`src/hdl/fcr_pkg.sv`:
```
package fcr_pkg;

    // Register addresses
    localparam logic [7:0] FCR_ADDR_FIFO_LAST_BYTE_STATUS = 8'h1b;
    localparam logic [7:0] FCR_ADDR_COLLISION_POSITION = 8'h1c;
    localparam logic [7:0] FCR_ADDR_TX_LENGTH_HIGH = 8'h1d;
    localparam logic [7:0] FCR_ADDR_TX_LENGTH_LOW_SPLIT = 8'h1e;

    // Values after reset and set-default; value read at unmapped addresses
    localparam logic [7:0] FCR_RST_FIFO_LAST_BYTE_STATUS = 8'h00;
    localparam logic [7:0] FCR_RST_COLLISION_POSITION = 8'h00;
    localparam logic [7:0] FCR_RST_TX_LENGTH_HIGH = 8'h00;
    localparam logic [7:0] FCR_RST_TX_LENGTH_LOW_SPLIT = 8'h00;
    localparam logic [7:0] FCR_UNMAPPED_READ = 8'h00;

    // Last-byte status field positions
    localparam int FCR_UNF_BIT = 6;
    localparam int FCR_OVR_BIT = 5;
    localparam int FCR_NCP_BIT = 4;
    localparam int FCR_LB_MSB = 3;
    localparam int FCR_LB_LSB = 1;
    localparam int FCR_NP_BIT = 0;

    // Collision position field positions
    localparam int FCR_CBYTE_MSB = 7;
    localparam int FCR_CBYTE_LSB = 4;
    localparam int FCR_CBIT_MSB = 3;
    localparam int FCR_CBIT_LSB = 1;
    localparam int FCR_CPB_BIT = 0;

    // Transmit length layout
    localparam int FCR_NTX_LOW_MSB = 7;
    localparam int FCR_NTX_LOW_LSB = 3;
    localparam int FCR_NBTX_MSB = 2;
    localparam int FCR_NBTX_LSB = 0;
    localparam logic [12:0] FCR_TX_LEN_MAX = 13'h1fff;
    localparam logic [2:0] FCR_NO_SPLIT = 3'h0;

    // Register access from the serial port engine
    typedef struct packed {
        logic rd;
        logic wr;
        logic [7:0] addr;
        logic [7:0] wdata;
    } fcr_bus_req_t;

    // Last received byte as it enters the FIFO
    typedef struct packed {
        logic valid;
        logic complete;
        logic [2:0] nbits;
        logic no_parity;
        logic [7:0] data;
    } fcr_rx_last_t;

    // Bit collision report from the framing logic
    typedef struct packed {
        logic hit;
        logic in_range;
        logic [3:0] bytes;
        logic [2:0] bits;
        logic on_parity;
    } fcr_col_evt_t;

endpackage

```
`src/hdl/fcr_regs.sv`:
```
`timescale 1ns/1ps
// Behaviour
// - Underflow sets bit 6, overflow sets bit 5 of last-byte status.
// - Incomplete final received byte sets bit 4.
// - Valid-bit count in bits 3..1; received bits packed into byte LSBs.
// - Missing parity on final byte sets bit 0, a framing error.
// - Empty FIFO keeps incomplete flag and bit count cleared.
// - Reading last-byte status clears incomplete flag, count and parity flag.
// - Collision stores complete byte count in bits 7..4.
// - Collision stores bit position within byte in bits 3..1.
// - Bit 0 marks parity-bit collision, only for the first collision.
// - Collisions beyond anticollision command range leave the register unchanged.
// - Transmit length is 13 bits: high 8 bits, then low 5 in bits 7..3.
// - Bits 2..0 give split byte bit count; zero means no split byte.
// - Anticollision frame with split byte is sent without parity bits.
// - Status and collision registers reset to zero at power-up and set-default.
// - Both transmit length registers load zero at power-up and set-default.
module fcr_regs
    import fcr_pkg::*;
(
    input wire logic sys_clk,
    input wire logic arst_n,
    input wire logic clk_en,
    input wire logic set_default,
    input wire fcr_bus_req_t bus_req,
    output logic [7:0] bus_rdata,
    input wire logic fifo_underflow,
    input wire logic fifo_overflow,
    input wire logic fifo_empty,
    input wire fcr_rx_last_t rx_last,
    input wire logic rx_start,
    input wire fcr_col_evt_t col_evt,
    input wire logic anticol_mode,
    output logic [7:0] fifo_wr_data,
    output logic fifo_wr_valid,
    output logic [12:0] tx_length,
    output logic [2:0] tx_split_bits,
    output logic tx_parity_en
);

    logic [7:0] status_reg;
    logic [7:0] status_next;
    logic [7:0] coll_reg;
    logic [7:0] coll_next;
    logic [7:0] tx_high_reg;
    logic [7:0] tx_high_next;
    logic [7:0] tx_low_reg;
    logic [7:0] tx_low_next;
    logic col_seen_reg;
    logic col_seen_next;
    logic [7:0] rdata_reg;
    logic [7:0] rdata_next;
    logic [7:0] wr_data_reg;
    logic [7:0] wr_data_next;
    logic wr_valid_reg;
    logic parity_en_reg;
    logic parity_en_next;

    wire rd_status = bus_req.rd && bus_req.addr == FCR_ADDR_FIFO_LAST_BYTE_STATUS;
    wire wr_high = bus_req.wr && bus_req.addr == FCR_ADDR_TX_LENGTH_HIGH;
    wire wr_low = bus_req.wr && bus_req.addr == FCR_ADDR_TX_LENGTH_LOW_SPLIT;
    wire last_partial = rx_last.valid && !rx_last.complete;
    wire col_take = col_evt.hit && col_evt.in_range && !col_seen_reg;
    wire [7:0] keep_mask = rx_last.complete ? 8'hff : 8'hff >> (4'h8 - {1'b0, rx_last.nbits});

    // Underflow and overflow are sticky; a new event wins over the read clear
    wire unf_next = fifo_underflow || (status_reg[FCR_UNF_BIT] && !rd_status);
    wire ovr_next = fifo_overflow || (status_reg[FCR_OVR_BIT] && !rd_status);
    // Last-byte info: new byte wins over the read clear, empty FIFO wins over both for the incomplete flag and count
    wire ncp_next = !fifo_empty && (last_partial
        || (status_reg[FCR_NCP_BIT] && !rd_status && !rx_last.valid));
    wire [2:0] lb_next = fifo_empty ? 3'h0 : last_partial ? rx_last.nbits
        : (rx_last.valid || rd_status) ? 3'h0
        : status_reg[FCR_LB_MSB:FCR_LB_LSB];
    wire np_next = rx_last.valid ? rx_last.no_parity
        : (status_reg[FCR_NP_BIT] && !rd_status);

    assign status_next = {1'b0, unf_next, ovr_next, ncp_next, lb_next, np_next};

    // First in-range collision of a frame is captured, later ones are ignored
    assign coll_next = col_take ? {col_evt.bytes, col_evt.bits, col_evt.on_parity}
        : coll_reg;
    assign col_seen_next = col_take || (col_seen_reg && !rx_start);

    assign tx_high_next = wr_high ? bus_req.wdata : tx_high_reg;
    assign tx_low_next = wr_low ? bus_req.wdata : tx_low_reg;

    assign rdata_next = !bus_req.rd ? rdata_reg
        : bus_req.addr == FCR_ADDR_FIFO_LAST_BYTE_STATUS ? status_reg
        : bus_req.addr == FCR_ADDR_COLLISION_POSITION ? coll_reg
        : bus_req.addr == FCR_ADDR_TX_LENGTH_HIGH ? tx_high_reg
        : bus_req.addr == FCR_ADDR_TX_LENGTH_LOW_SPLIT ? tx_low_reg
        : FCR_UNMAPPED_READ;

    // Partial byte keeps only its received bits, in the low positions
    assign wr_data_next = rx_last.valid ? (rx_last.data & keep_mask) : wr_data_reg;

    // Split-byte anticollision frames go out without parity
    assign parity_en_next = !(anticol_mode
        && tx_low_next[FCR_NBTX_MSB:FCR_NBTX_LSB] != FCR_NO_SPLIT);

    always_ff @(posedge sys_clk or negedge arst_n) begin
        if (!arst_n) begin
            status_reg <= FCR_RST_FIFO_LAST_BYTE_STATUS;
            coll_reg <= FCR_RST_COLLISION_POSITION;
            col_seen_reg <= 1'b0;
            tx_high_reg <= FCR_RST_TX_LENGTH_HIGH;
            tx_low_reg <= FCR_RST_TX_LENGTH_LOW_SPLIT;
        end else if (clk_en && set_default) begin
            status_reg <= FCR_RST_FIFO_LAST_BYTE_STATUS;
            coll_reg <= FCR_RST_COLLISION_POSITION;
            col_seen_reg <= 1'b0;
            tx_high_reg <= FCR_RST_TX_LENGTH_HIGH;
            tx_low_reg <= FCR_RST_TX_LENGTH_LOW_SPLIT;
        end else if (clk_en) begin
            status_reg <= status_next;
            coll_reg <= coll_next;
            col_seen_reg <= col_seen_next;
            tx_high_reg <= tx_high_next;
            tx_low_reg <= tx_low_next;
        end
    end

    always_ff @(posedge sys_clk or negedge arst_n) begin
        if (!arst_n) begin
            rdata_reg <= FCR_UNMAPPED_READ;
            wr_data_reg <= 8'h00;
            wr_valid_reg <= 1'b0;
            parity_en_reg <= 1'b1;
        end else if (clk_en) begin
            rdata_reg <= rdata_next;
            wr_data_reg <= wr_data_next;
            wr_valid_reg <= rx_last.valid;
            parity_en_reg <= set_default ? 1'b1 : parity_en_next;
        end
    end

    assign bus_rdata = rdata_reg;
    assign fifo_wr_data = wr_data_reg;
    assign fifo_wr_valid = wr_valid_reg;
    assign tx_length = {tx_high_reg, tx_low_reg[FCR_NTX_LOW_MSB:FCR_NTX_LOW_LSB]};
    assign tx_split_bits = tx_low_reg[FCR_NBTX_MSB:FCR_NBTX_LSB];
    assign tx_parity_en = parity_en_reg;

    property p_unf_set;
        @(posedge sys_clk) disable iff (!arst_n)
        clk_en && !set_default && fifo_underflow |=> status_reg[FCR_UNF_BIT];
    endproperty
    a_unf_set: assert property (p_unf_set) else $error("underflow flag not set");

    property p_ovr_set;
        @(posedge sys_clk) disable iff (!arst_n)
        clk_en && !set_default && fifo_overflow |=> status_reg[FCR_OVR_BIT];
    endproperty
    a_ovr_set: assert property (p_ovr_set) else $error("overflow flag not set");

    property p_partial_count;
        @(posedge sys_clk) disable iff (!arst_n)
        clk_en && !set_default && !fifo_empty && last_partial
        |=> status_reg[FCR_NCP_BIT] && status_reg[FCR_LB_MSB:FCR_LB_LSB] == $past(rx_last.nbits);
    endproperty
    a_partial_count: assert property (p_partial_count) else $error("partial byte not reported");

    property p_pack_low;
        @(posedge sys_clk) disable iff (!arst_n)
        clk_en && rx_last.valid && !rx_last.complete
        |=> fifo_wr_valid && ((fifo_wr_data >> $past(rx_last.nbits)) == 8'h00);
    endproperty
    a_pack_low: assert property (p_pack_low) else $error("partial byte not packed low");

    property p_np_set;
        @(posedge sys_clk) disable iff (!arst_n)
        clk_en && !set_default && rx_last.valid && rx_last.no_parity |=> status_reg[FCR_NP_BIT];
    endproperty
    a_np_set: assert property (p_np_set) else $error("missing parity not flagged");

    property p_empty_clear;
        @(posedge sys_clk) disable iff (!arst_n)
        clk_en && fifo_empty |=> status_reg[FCR_NCP_BIT:FCR_LB_LSB] == 4'h0;
    endproperty
    a_empty_clear: assert property (p_empty_clear) else $error("empty fifo left last-byte info");

    property p_read_clear;
        @(posedge sys_clk) disable iff (!arst_n)
        clk_en && rd_status && !rx_last.valid
        |=> status_reg[FCR_NCP_BIT:FCR_NP_BIT] == 5'h00 && bus_rdata == $past(status_reg);
    endproperty
    a_read_clear: assert property (p_read_clear) else $error("status read did not clear");

    property p_coll_capture;
        @(posedge sys_clk) disable iff (!arst_n)
        clk_en && !set_default && col_take
        |=> coll_reg == {$past(col_evt.bytes), $past(col_evt.bits), $past(col_evt.on_parity)};
    endproperty
    a_coll_capture: assert property (p_coll_capture) else $error("collision not captured");

    property p_coll_hold;
        @(posedge sys_clk) disable iff (!arst_n)
        clk_en && !set_default && col_evt.hit && (!col_evt.in_range || col_seen_reg)
        |=> $stable(coll_reg);
    endproperty
    a_coll_hold: assert property (p_coll_hold) else $error("collision register changed");

    property p_default_zero;
        @(posedge sys_clk) disable iff (!arst_n)
        clk_en && set_default
        |=> status_reg == 8'h00 && coll_reg == 8'h00 && tx_length == 13'h0000 && tx_split_bits == 3'h0;
    endproperty
    a_default_zero: assert property (p_default_zero) else $error("set-default left a value");

    property p_no_parity;
        @(posedge sys_clk) disable iff (!arst_n)
        clk_en && !set_default && anticol_mode && tx_split_bits != FCR_NO_SPLIT
        && !(bus_req.wr && bus_req.addr == FCR_ADDR_TX_LENGTH_LOW_SPLIT)
        |=> !tx_parity_en;
    endproperty
    a_no_parity: assert property (p_no_parity) else $error("parity kept on split frame");

    property p_parity_on;
        @(posedge sys_clk) disable iff (!arst_n)
        clk_en && (set_default || !anticol_mode)
        |=> tx_parity_en;
    endproperty
    a_parity_on: assert property (p_parity_on) else $error("parity dropped");

    property p_unf_hold;
        @(posedge sys_clk) disable iff (!arst_n)
        clk_en && !set_default && !fifo_underflow && !rd_status
        |=> $stable(status_reg[FCR_UNF_BIT]);
    endproperty
    a_unf_hold: assert property (p_unf_hold) else $error("underflow flag moved");

    property p_ovr_hold;
        @(posedge sys_clk) disable iff (!arst_n)
        clk_en && !set_default && !fifo_overflow && !rd_status
        |=> $stable(status_reg[FCR_OVR_BIT]);
    endproperty
    a_ovr_hold: assert property (p_ovr_hold) else $error("overflow flag moved");

    property p_complete_clear;
        @(posedge sys_clk) disable iff (!arst_n)
        clk_en && !set_default && rx_last.valid && rx_last.complete
        |=> status_reg[FCR_NCP_BIT:FCR_LB_LSB] == 4'h0;
    endproperty
    a_complete_clear: assert property (p_complete_clear) else $error("complete byte flagged");

    property p_np_follow;
        @(posedge sys_clk) disable iff (!arst_n)
        clk_en && !set_default && rx_last.valid
        |=> status_reg[FCR_NP_BIT] == $past(rx_last.no_parity);
    endproperty
    a_np_follow: assert property (p_np_follow) else $error("parity flag wrong");

    property p_pack_keep;
        @(posedge sys_clk) disable iff (!arst_n)
        clk_en && rx_last.valid && !rx_last.complete
        |=> ((fifo_wr_data ^ $past(rx_last.data)) & ~(8'hff << $past(rx_last.nbits))) == 8'h00;
    endproperty
    a_pack_keep: assert property (p_pack_keep) else $error("received bits lost");

    property p_complete_pass;
        @(posedge sys_clk) disable iff (!arst_n)
        clk_en && rx_last.valid && rx_last.complete
        |=> fifo_wr_data == $past(rx_last.data);
    endproperty
    a_complete_pass: assert property (p_complete_pass) else $error("complete byte altered");

    property p_coll_bits;
        @(posedge sys_clk) disable iff (!arst_n)
        clk_en && !set_default && col_evt.hit && col_evt.in_range && !col_seen_reg
        |=> coll_reg[FCR_CBIT_MSB:FCR_CBIT_LSB] == $past(col_evt.bits);
    endproperty
    a_coll_bits: assert property (p_coll_bits) else $error("collision bit wrong");

    property p_coll_parity_first;
        @(posedge sys_clk) disable iff (!arst_n)
        clk_en && !set_default && col_evt.hit && col_seen_reg && !coll_reg[FCR_CPB_BIT]
        |=> !coll_reg[FCR_CPB_BIT];
    endproperty
    a_coll_parity_first: assert property (p_coll_parity_first) else $error("late parity hit");

    property p_coll_read;
        @(posedge sys_clk) disable iff (!arst_n)
        clk_en && bus_req.rd && bus_req.addr == FCR_ADDR_COLLISION_POSITION
        |=> bus_rdata == $past(coll_reg);
    endproperty
    a_coll_read: assert property (p_coll_read) else $error("collision read wrong");

    property p_tx_high_write;
        @(posedge sys_clk) disable iff (!arst_n)
        clk_en && !set_default && bus_req.wr && bus_req.addr == FCR_ADDR_TX_LENGTH_HIGH
        |=> tx_length == {$past(bus_req.wdata), $past(tx_length[4:0])};
    endproperty
    a_tx_high_write: assert property (p_tx_high_write) else $error("high length lost");

    property p_tx_low_write;
        @(posedge sys_clk) disable iff (!arst_n)
        clk_en && !set_default && bus_req.wr && bus_req.addr == FCR_ADDR_TX_LENGTH_LOW_SPLIT
        |=> {tx_length[4:0], tx_split_bits} == $past(bus_req.wdata);
    endproperty
    a_tx_low_write: assert property (p_tx_low_write) else $error("low length lost");

    property p_tx_stable;
        @(posedge sys_clk) disable iff (!arst_n)
        clk_en && !set_default && !bus_req.wr
        |=> $stable(tx_length) && $stable(tx_split_bits);
    endproperty
    a_tx_stable: assert property (p_tx_stable) else $error("length moved");

endmodule // fcr_regs

```
`config.mk`:
```
export PLATFORM = sky130hd
export DESIGN_NAME = fcr_regs
export DESIGN_NICKNAME = d
export VERILOG_FILES = /design/src/hdl/fcr_pkg.sv /design/src/hdl/fcr_regs.sv
export SDC_FILE = /design/constraint.sdc
export NUM_CORES = 1
export LEC_CHECK = 0
export ABC_AREA = 1
export ABC_CLOCK_PERIOD_IN_PS = 1500
export BUFFER_PORTS_ARGS = -buffer_cell sky130_fd_sc_hd__buf_2
export CORE_UTILIZATION = 54
export CTS_CLUSTER_DIAMETER = 50
export DETAILED_ROUTE_END_ITERATION = 8
export PLACE_DENSITY = 0.85
export SLEW_MARGIN = 20
export SYNTH_ARGS = -nofsm -noshare
export SYNTH_HDL_FRONTEND = slang
export SYNTH_SLANG_ARGS = --single-unit
```
`constraint.sdc`:
```
create_clock -name sys_clk -period 1.5 [get_ports sys_clk]
set_input_delay 0.075 -clock sys_clk [delete_from_list [all_inputs] [get_ports sys_clk]]
set_output_delay 0.075 -clock sys_clk [all_outputs]
set_load 0.02 [all_outputs]
```
Word-level counts from Yosys, hierarchy flattened

Cells that the tools add are included.

$add $sub $neg: 1
Multipliers: 0
Divide/modulo/power cells: 0
$lt $le $gt $ge: 0
Equality and inequality tests: 4
Shift operators: 1
Multiplexer cells: 23
Bitwise gates (word level): 1
Reduce and logical (&&, ||, !) cells: 39

Operators with widths:

| kind                | number |
|---|---|
| $mux 8              | 16 |
| $eq 8x5->1 const B  | 4 |
| $logic_and 1x1->1   | 15 |
| $reduce_and 2->1    | 6 |
| $mux 3              | 3 |
| $and 8x8->8         | 1 |
| $reduce_bool 2->1   | 4 |
| $shr 8x4->8 const A | 1 |
| $logic_not 1->1     | 7 |
| $logic_or 1x1->1    | 5 |
| $mux 1              | 4 |
| $reduce_bool 4->1   | 1 |
| $sub 4x3->4 const A | 1 |
| $reduce_bool 3->1   | 1 |

Register bits: 51
Bits in latches: 0
RAM bits: 0
ROM bits: 0
Bits of input ports: 51
Output and inout port bits: 34
Word-level logic and storage cells: 80
Memories kept: 0

Depth between registers and ports, before layout

Depth after elaboration: 9
Mapped depth: 9
Mapped depth without buffers: 8

Worst setup path before layout

OpenSTA, ideal clock, no wires.

Path type: input to register
Start point: input bus_req[8] (netlist bit)
End point: register tx_high_reg[0]
Library setup time: 0.123 ns
Arrival time: 0.939 ns
Data required time: 1.377 ns
Slack: 0.438 ns
Stages: 8
Path buffers: 1
Cell sequence: inv_1 > nor3_4 > nand3_2 > nand2_1 > inv_2 > buf_6 > nand2_1 > o31ai_1

Cells in the longest elaborated chain, start to end: 4

Ends and longest elaborated chain:

| item                        | line            | RTL |
|---|---|---|
| start: declaration          | fcr_regs.sv:25  | `input wire fcr_bus_req_t bus_req,` |
| $eq 8x5->1                  | fcr_regs.sv:60  | `wire wr_high = bus_req.wr && bus_req.addr == FCR_ADDR_TX_LENGTH_HIGH;` |
| $logic_and 1x1->1           | fcr_regs.sv:60  |  |
| $reduce_bool 2->1 (no line) | n/a             |  |
| $reduce_and 2->1 (no line)  | n/a             |  |
| end signal: assignment      | fcr_regs.sv:119 | `tx_high_reg <= tx_high_next;` |
| end: declaration            | fcr_regs.sv:45  | `logic [7:0] tx_high_reg;` |

No other way between the ends.
A chain may end at the register's enable or synchronous reset.

Worst setup path after layout

Start point: register col_seen_reg
End point: register coll_reg[2]

Cells in the longest elaborated chain, start to end: 4

Ends and longest elaborated chain:

| item                        | line            | RTL |
|---|---|---|
| start: declaration          | fcr_regs.sv:49  | `logic col_seen_reg;` |
| start signal: assignment    | fcr_regs.sv:118 | `col_seen_reg <= col_seen_next;` |
| $logic_not 1->1             | fcr_regs.sv:63  | `wire col_take = col_evt.hit && col_evt.in_range && !col_seen_reg;` |
| $logic_and 1x1->1           | fcr_regs.sv:63  |  |
| $reduce_bool 2->1 (no line) | n/a             |  |
| $reduce_and 2->1 (no line)  | n/a             |  |
| end signal: assignment      | fcr_regs.sv:117 | `coll_reg <= coll_next;` |
| end: declaration            | fcr_regs.sv:43  | `logic [7:0] coll_reg;` |

No other way between the ends.

==> impl_metrics.ini <==
[place]
gp_congestion = 0.878
io_buffer_count = 84
place_hpwl_microns = 5070
place_area_sq_um = 3090

[synth]
async_reset_ff_frac = 1.00
synthFlopType = dfrtp_1
synth.avg_cell_area_sq_um = 8.04
synth.ff_latch_count = 50
synthesis.instances = 319
synth_edf_count = 0
synth_area_sq_um = 2560
ys.warnings.count = 0
synth.distinct_cells = 30
yosysSeqAreaShare = 0.488
synth_nets = 373

[clock_network]
cts_resized = 0
ctsRootBufferMaster = clkbuf_8
cts_tree = done
cts.clk_slew.worst_paths_ps = 90
cts_buffer_depth = 2
insertion_delay_ps = 300
hold_buffers = 3
cts.sinks = 50
post_cts_buffers = 0
cts_buffers = 5
h-tree-depth = 2

[grt]
grt_max_degree = 39
grt_overflow = 0
antenna_found_initial = 0
grt_usage = 0.280
grt_pass1_vias = 2393
grt_pass1_wl_microns = 11100

[sta]
worstMarginPinSlew_ps = 494
finalCriticalPeriod_ps = 1190
rsz0062_at_grt = false
skew_ps = 6.70
slew_headroom = 0.669
finalHoldViolCount = 0
setup_viol = 0
post-route-period-util = 0.793
tns_ps = 0
slew_viol_final = 0
max_freq_ghz = 0.841

[pwr]
ir_drop_mv = 0.564
p_int_mw = 1.97
finalPower_mw = 2.75
swShare = 0.283
switchingPower_mw = 0.777
combPwrFrac = 0.170
power_frac_seq = 0.536
power.density_nw_per_um2 = 856
pwr-share-clk = 0.294
p_leak_nw = 1.80

[layout]
antenna_cells = 0
nets = 466
drive_above_1_share = 0.278
areaGrowthSynthToFinish_pct = 25.1
post-route-cell-area_sq_um = 3210
fin_util = 0.717

[die]
core_area_sq_um = 4470
row_count = 24
die_h_microns = 70.9
die_x_microns = 70.9
initial_core_util = 0.573
die_area_sq_um = 5030
io_pins = 85

[drt]
wl_per_cell_microns = 14.2
first_pass_iters = 7
vias = 2574
drc = 0
ant_nets = 0
drt_iter0_drc = 251
totalWireLength_microns = 6620
viasPerCell = 5.54

[worst_setup_path]
required_ps = 1670
worstSetupStartpointType = register
path_max_fanout = 8
r2r-start = col_seen_reg
crit_start = col_seen_reg
cp-end-kind = register
arrival_ps = 1360
crit_type = reg -> reg

[run_status]
status = finished clean

[min_path]
holdCritStartpoint = rx_last[4]
hold_path_class = in -> reg

[job]
drv_cap = 0
[kinds of logic (layout without fill, tap and decap cells)]
family,Yosys count,in the layout,share of synthesized area
xor+xnor,1,1,0.00342
fa+ha+maj,3,3,0.0146
compound gates,40,40,0.0961
simple gates,177,177,0.321
buf+inv,48,142,0.0766
flops,50,50,0.488
[critical path: stages, from the launching register on]
cell     delay, ps
dfrtp_1        400
inv_1           60
nand4_1        290
nand3_1        190
o21ai_0        120
[Yosys cell counts (4+ instances only)]
cell type / number / area [sq um]
clkbuf_1: 4 / 15.0
dfrtp_1: 49 / 1230
nand3_1: 65 / 325
buf_2: 4 / 20.0
o21ai_2: 5 / 43.8
nor2_1: 8 / 30.0
o21ai_0: 18 / 90.1
nand4_1: 10 / 62.6
nand2_1: 82 / 308
inv_1: 37 / 139
[layout make-up]
class,count,area (sq um)
Tap cell,52,65.1
Timing Repair Buffer,96,543
Multi-Input combinational cell,221,1120
Inverter,38,143
Sequential cell,50,1250
Clock buffer,8,90.1
Fill cell,352,1260
[power groups by stage]
stage	Combinational, mW	Sequential (mW)	Clock, mW
floorplan	0.188	1.55	0
global placement	0.449	1.50	0
detailed placement	0.460	1.50	0
CTS	0.468	1.47	0.810
global route	0.521	1.48	0.849
finish	0.467	1.47	0.809
[placed cells by master, fill, tap and decap left out, drive strengths merged, types with 5 or more instances in the layout]
cell / n
nor3: 5
nand4: 10
o21ai: 25
nand3: 67
inv: 38
dfrtp: 49
buf: 93
nor2: 10
clkbuf: 8
nand2: 82
[metrics by stage]
step	hold WS [ps]	worst slack [ps]	instances
3_5_place_dp	-3.69	186	454
5_1_grt	20.2	209	465
2_1_floorplan	-221	438	319
4_1_cts	6.56	320	465
6_report	8.59	311	465
3_3_place_gp	-11.2	234	454
[final timing paths]
| path | to | slack, ps | depth (start not counted) |
|---|---|---|---|
| min in group asynchronous | tx_high_reg[7] | 200 | 2 |
| max reg2reg | coll_reg[2] | 310 | 4 |
| max in group asynchronous | tx_parity_en | 730 | 3 |
| max | coll_reg[2] | 310 | 4 |
| min | fifo_wr_data[4] | 9 | 3 |
| min reg2reg | fifo_wr_data[2] | 480 | 2 |
[routing by layer]
metal | routed length, microns | part of all wire | vias up | track usage
li1 | - | - | 1255 | -
met1 | 2900 | 0.44 | 1191 | 0.387
met2 | 3210 | 0.48 | 118 | 0.451
met3 | 438 | 0.066 | 10 | 0.0570
met4 | 76 | 0.011 | 0 | 0.0822
met5 | 0 | 0 | - | 0
(Power assumes the default switching activity.)
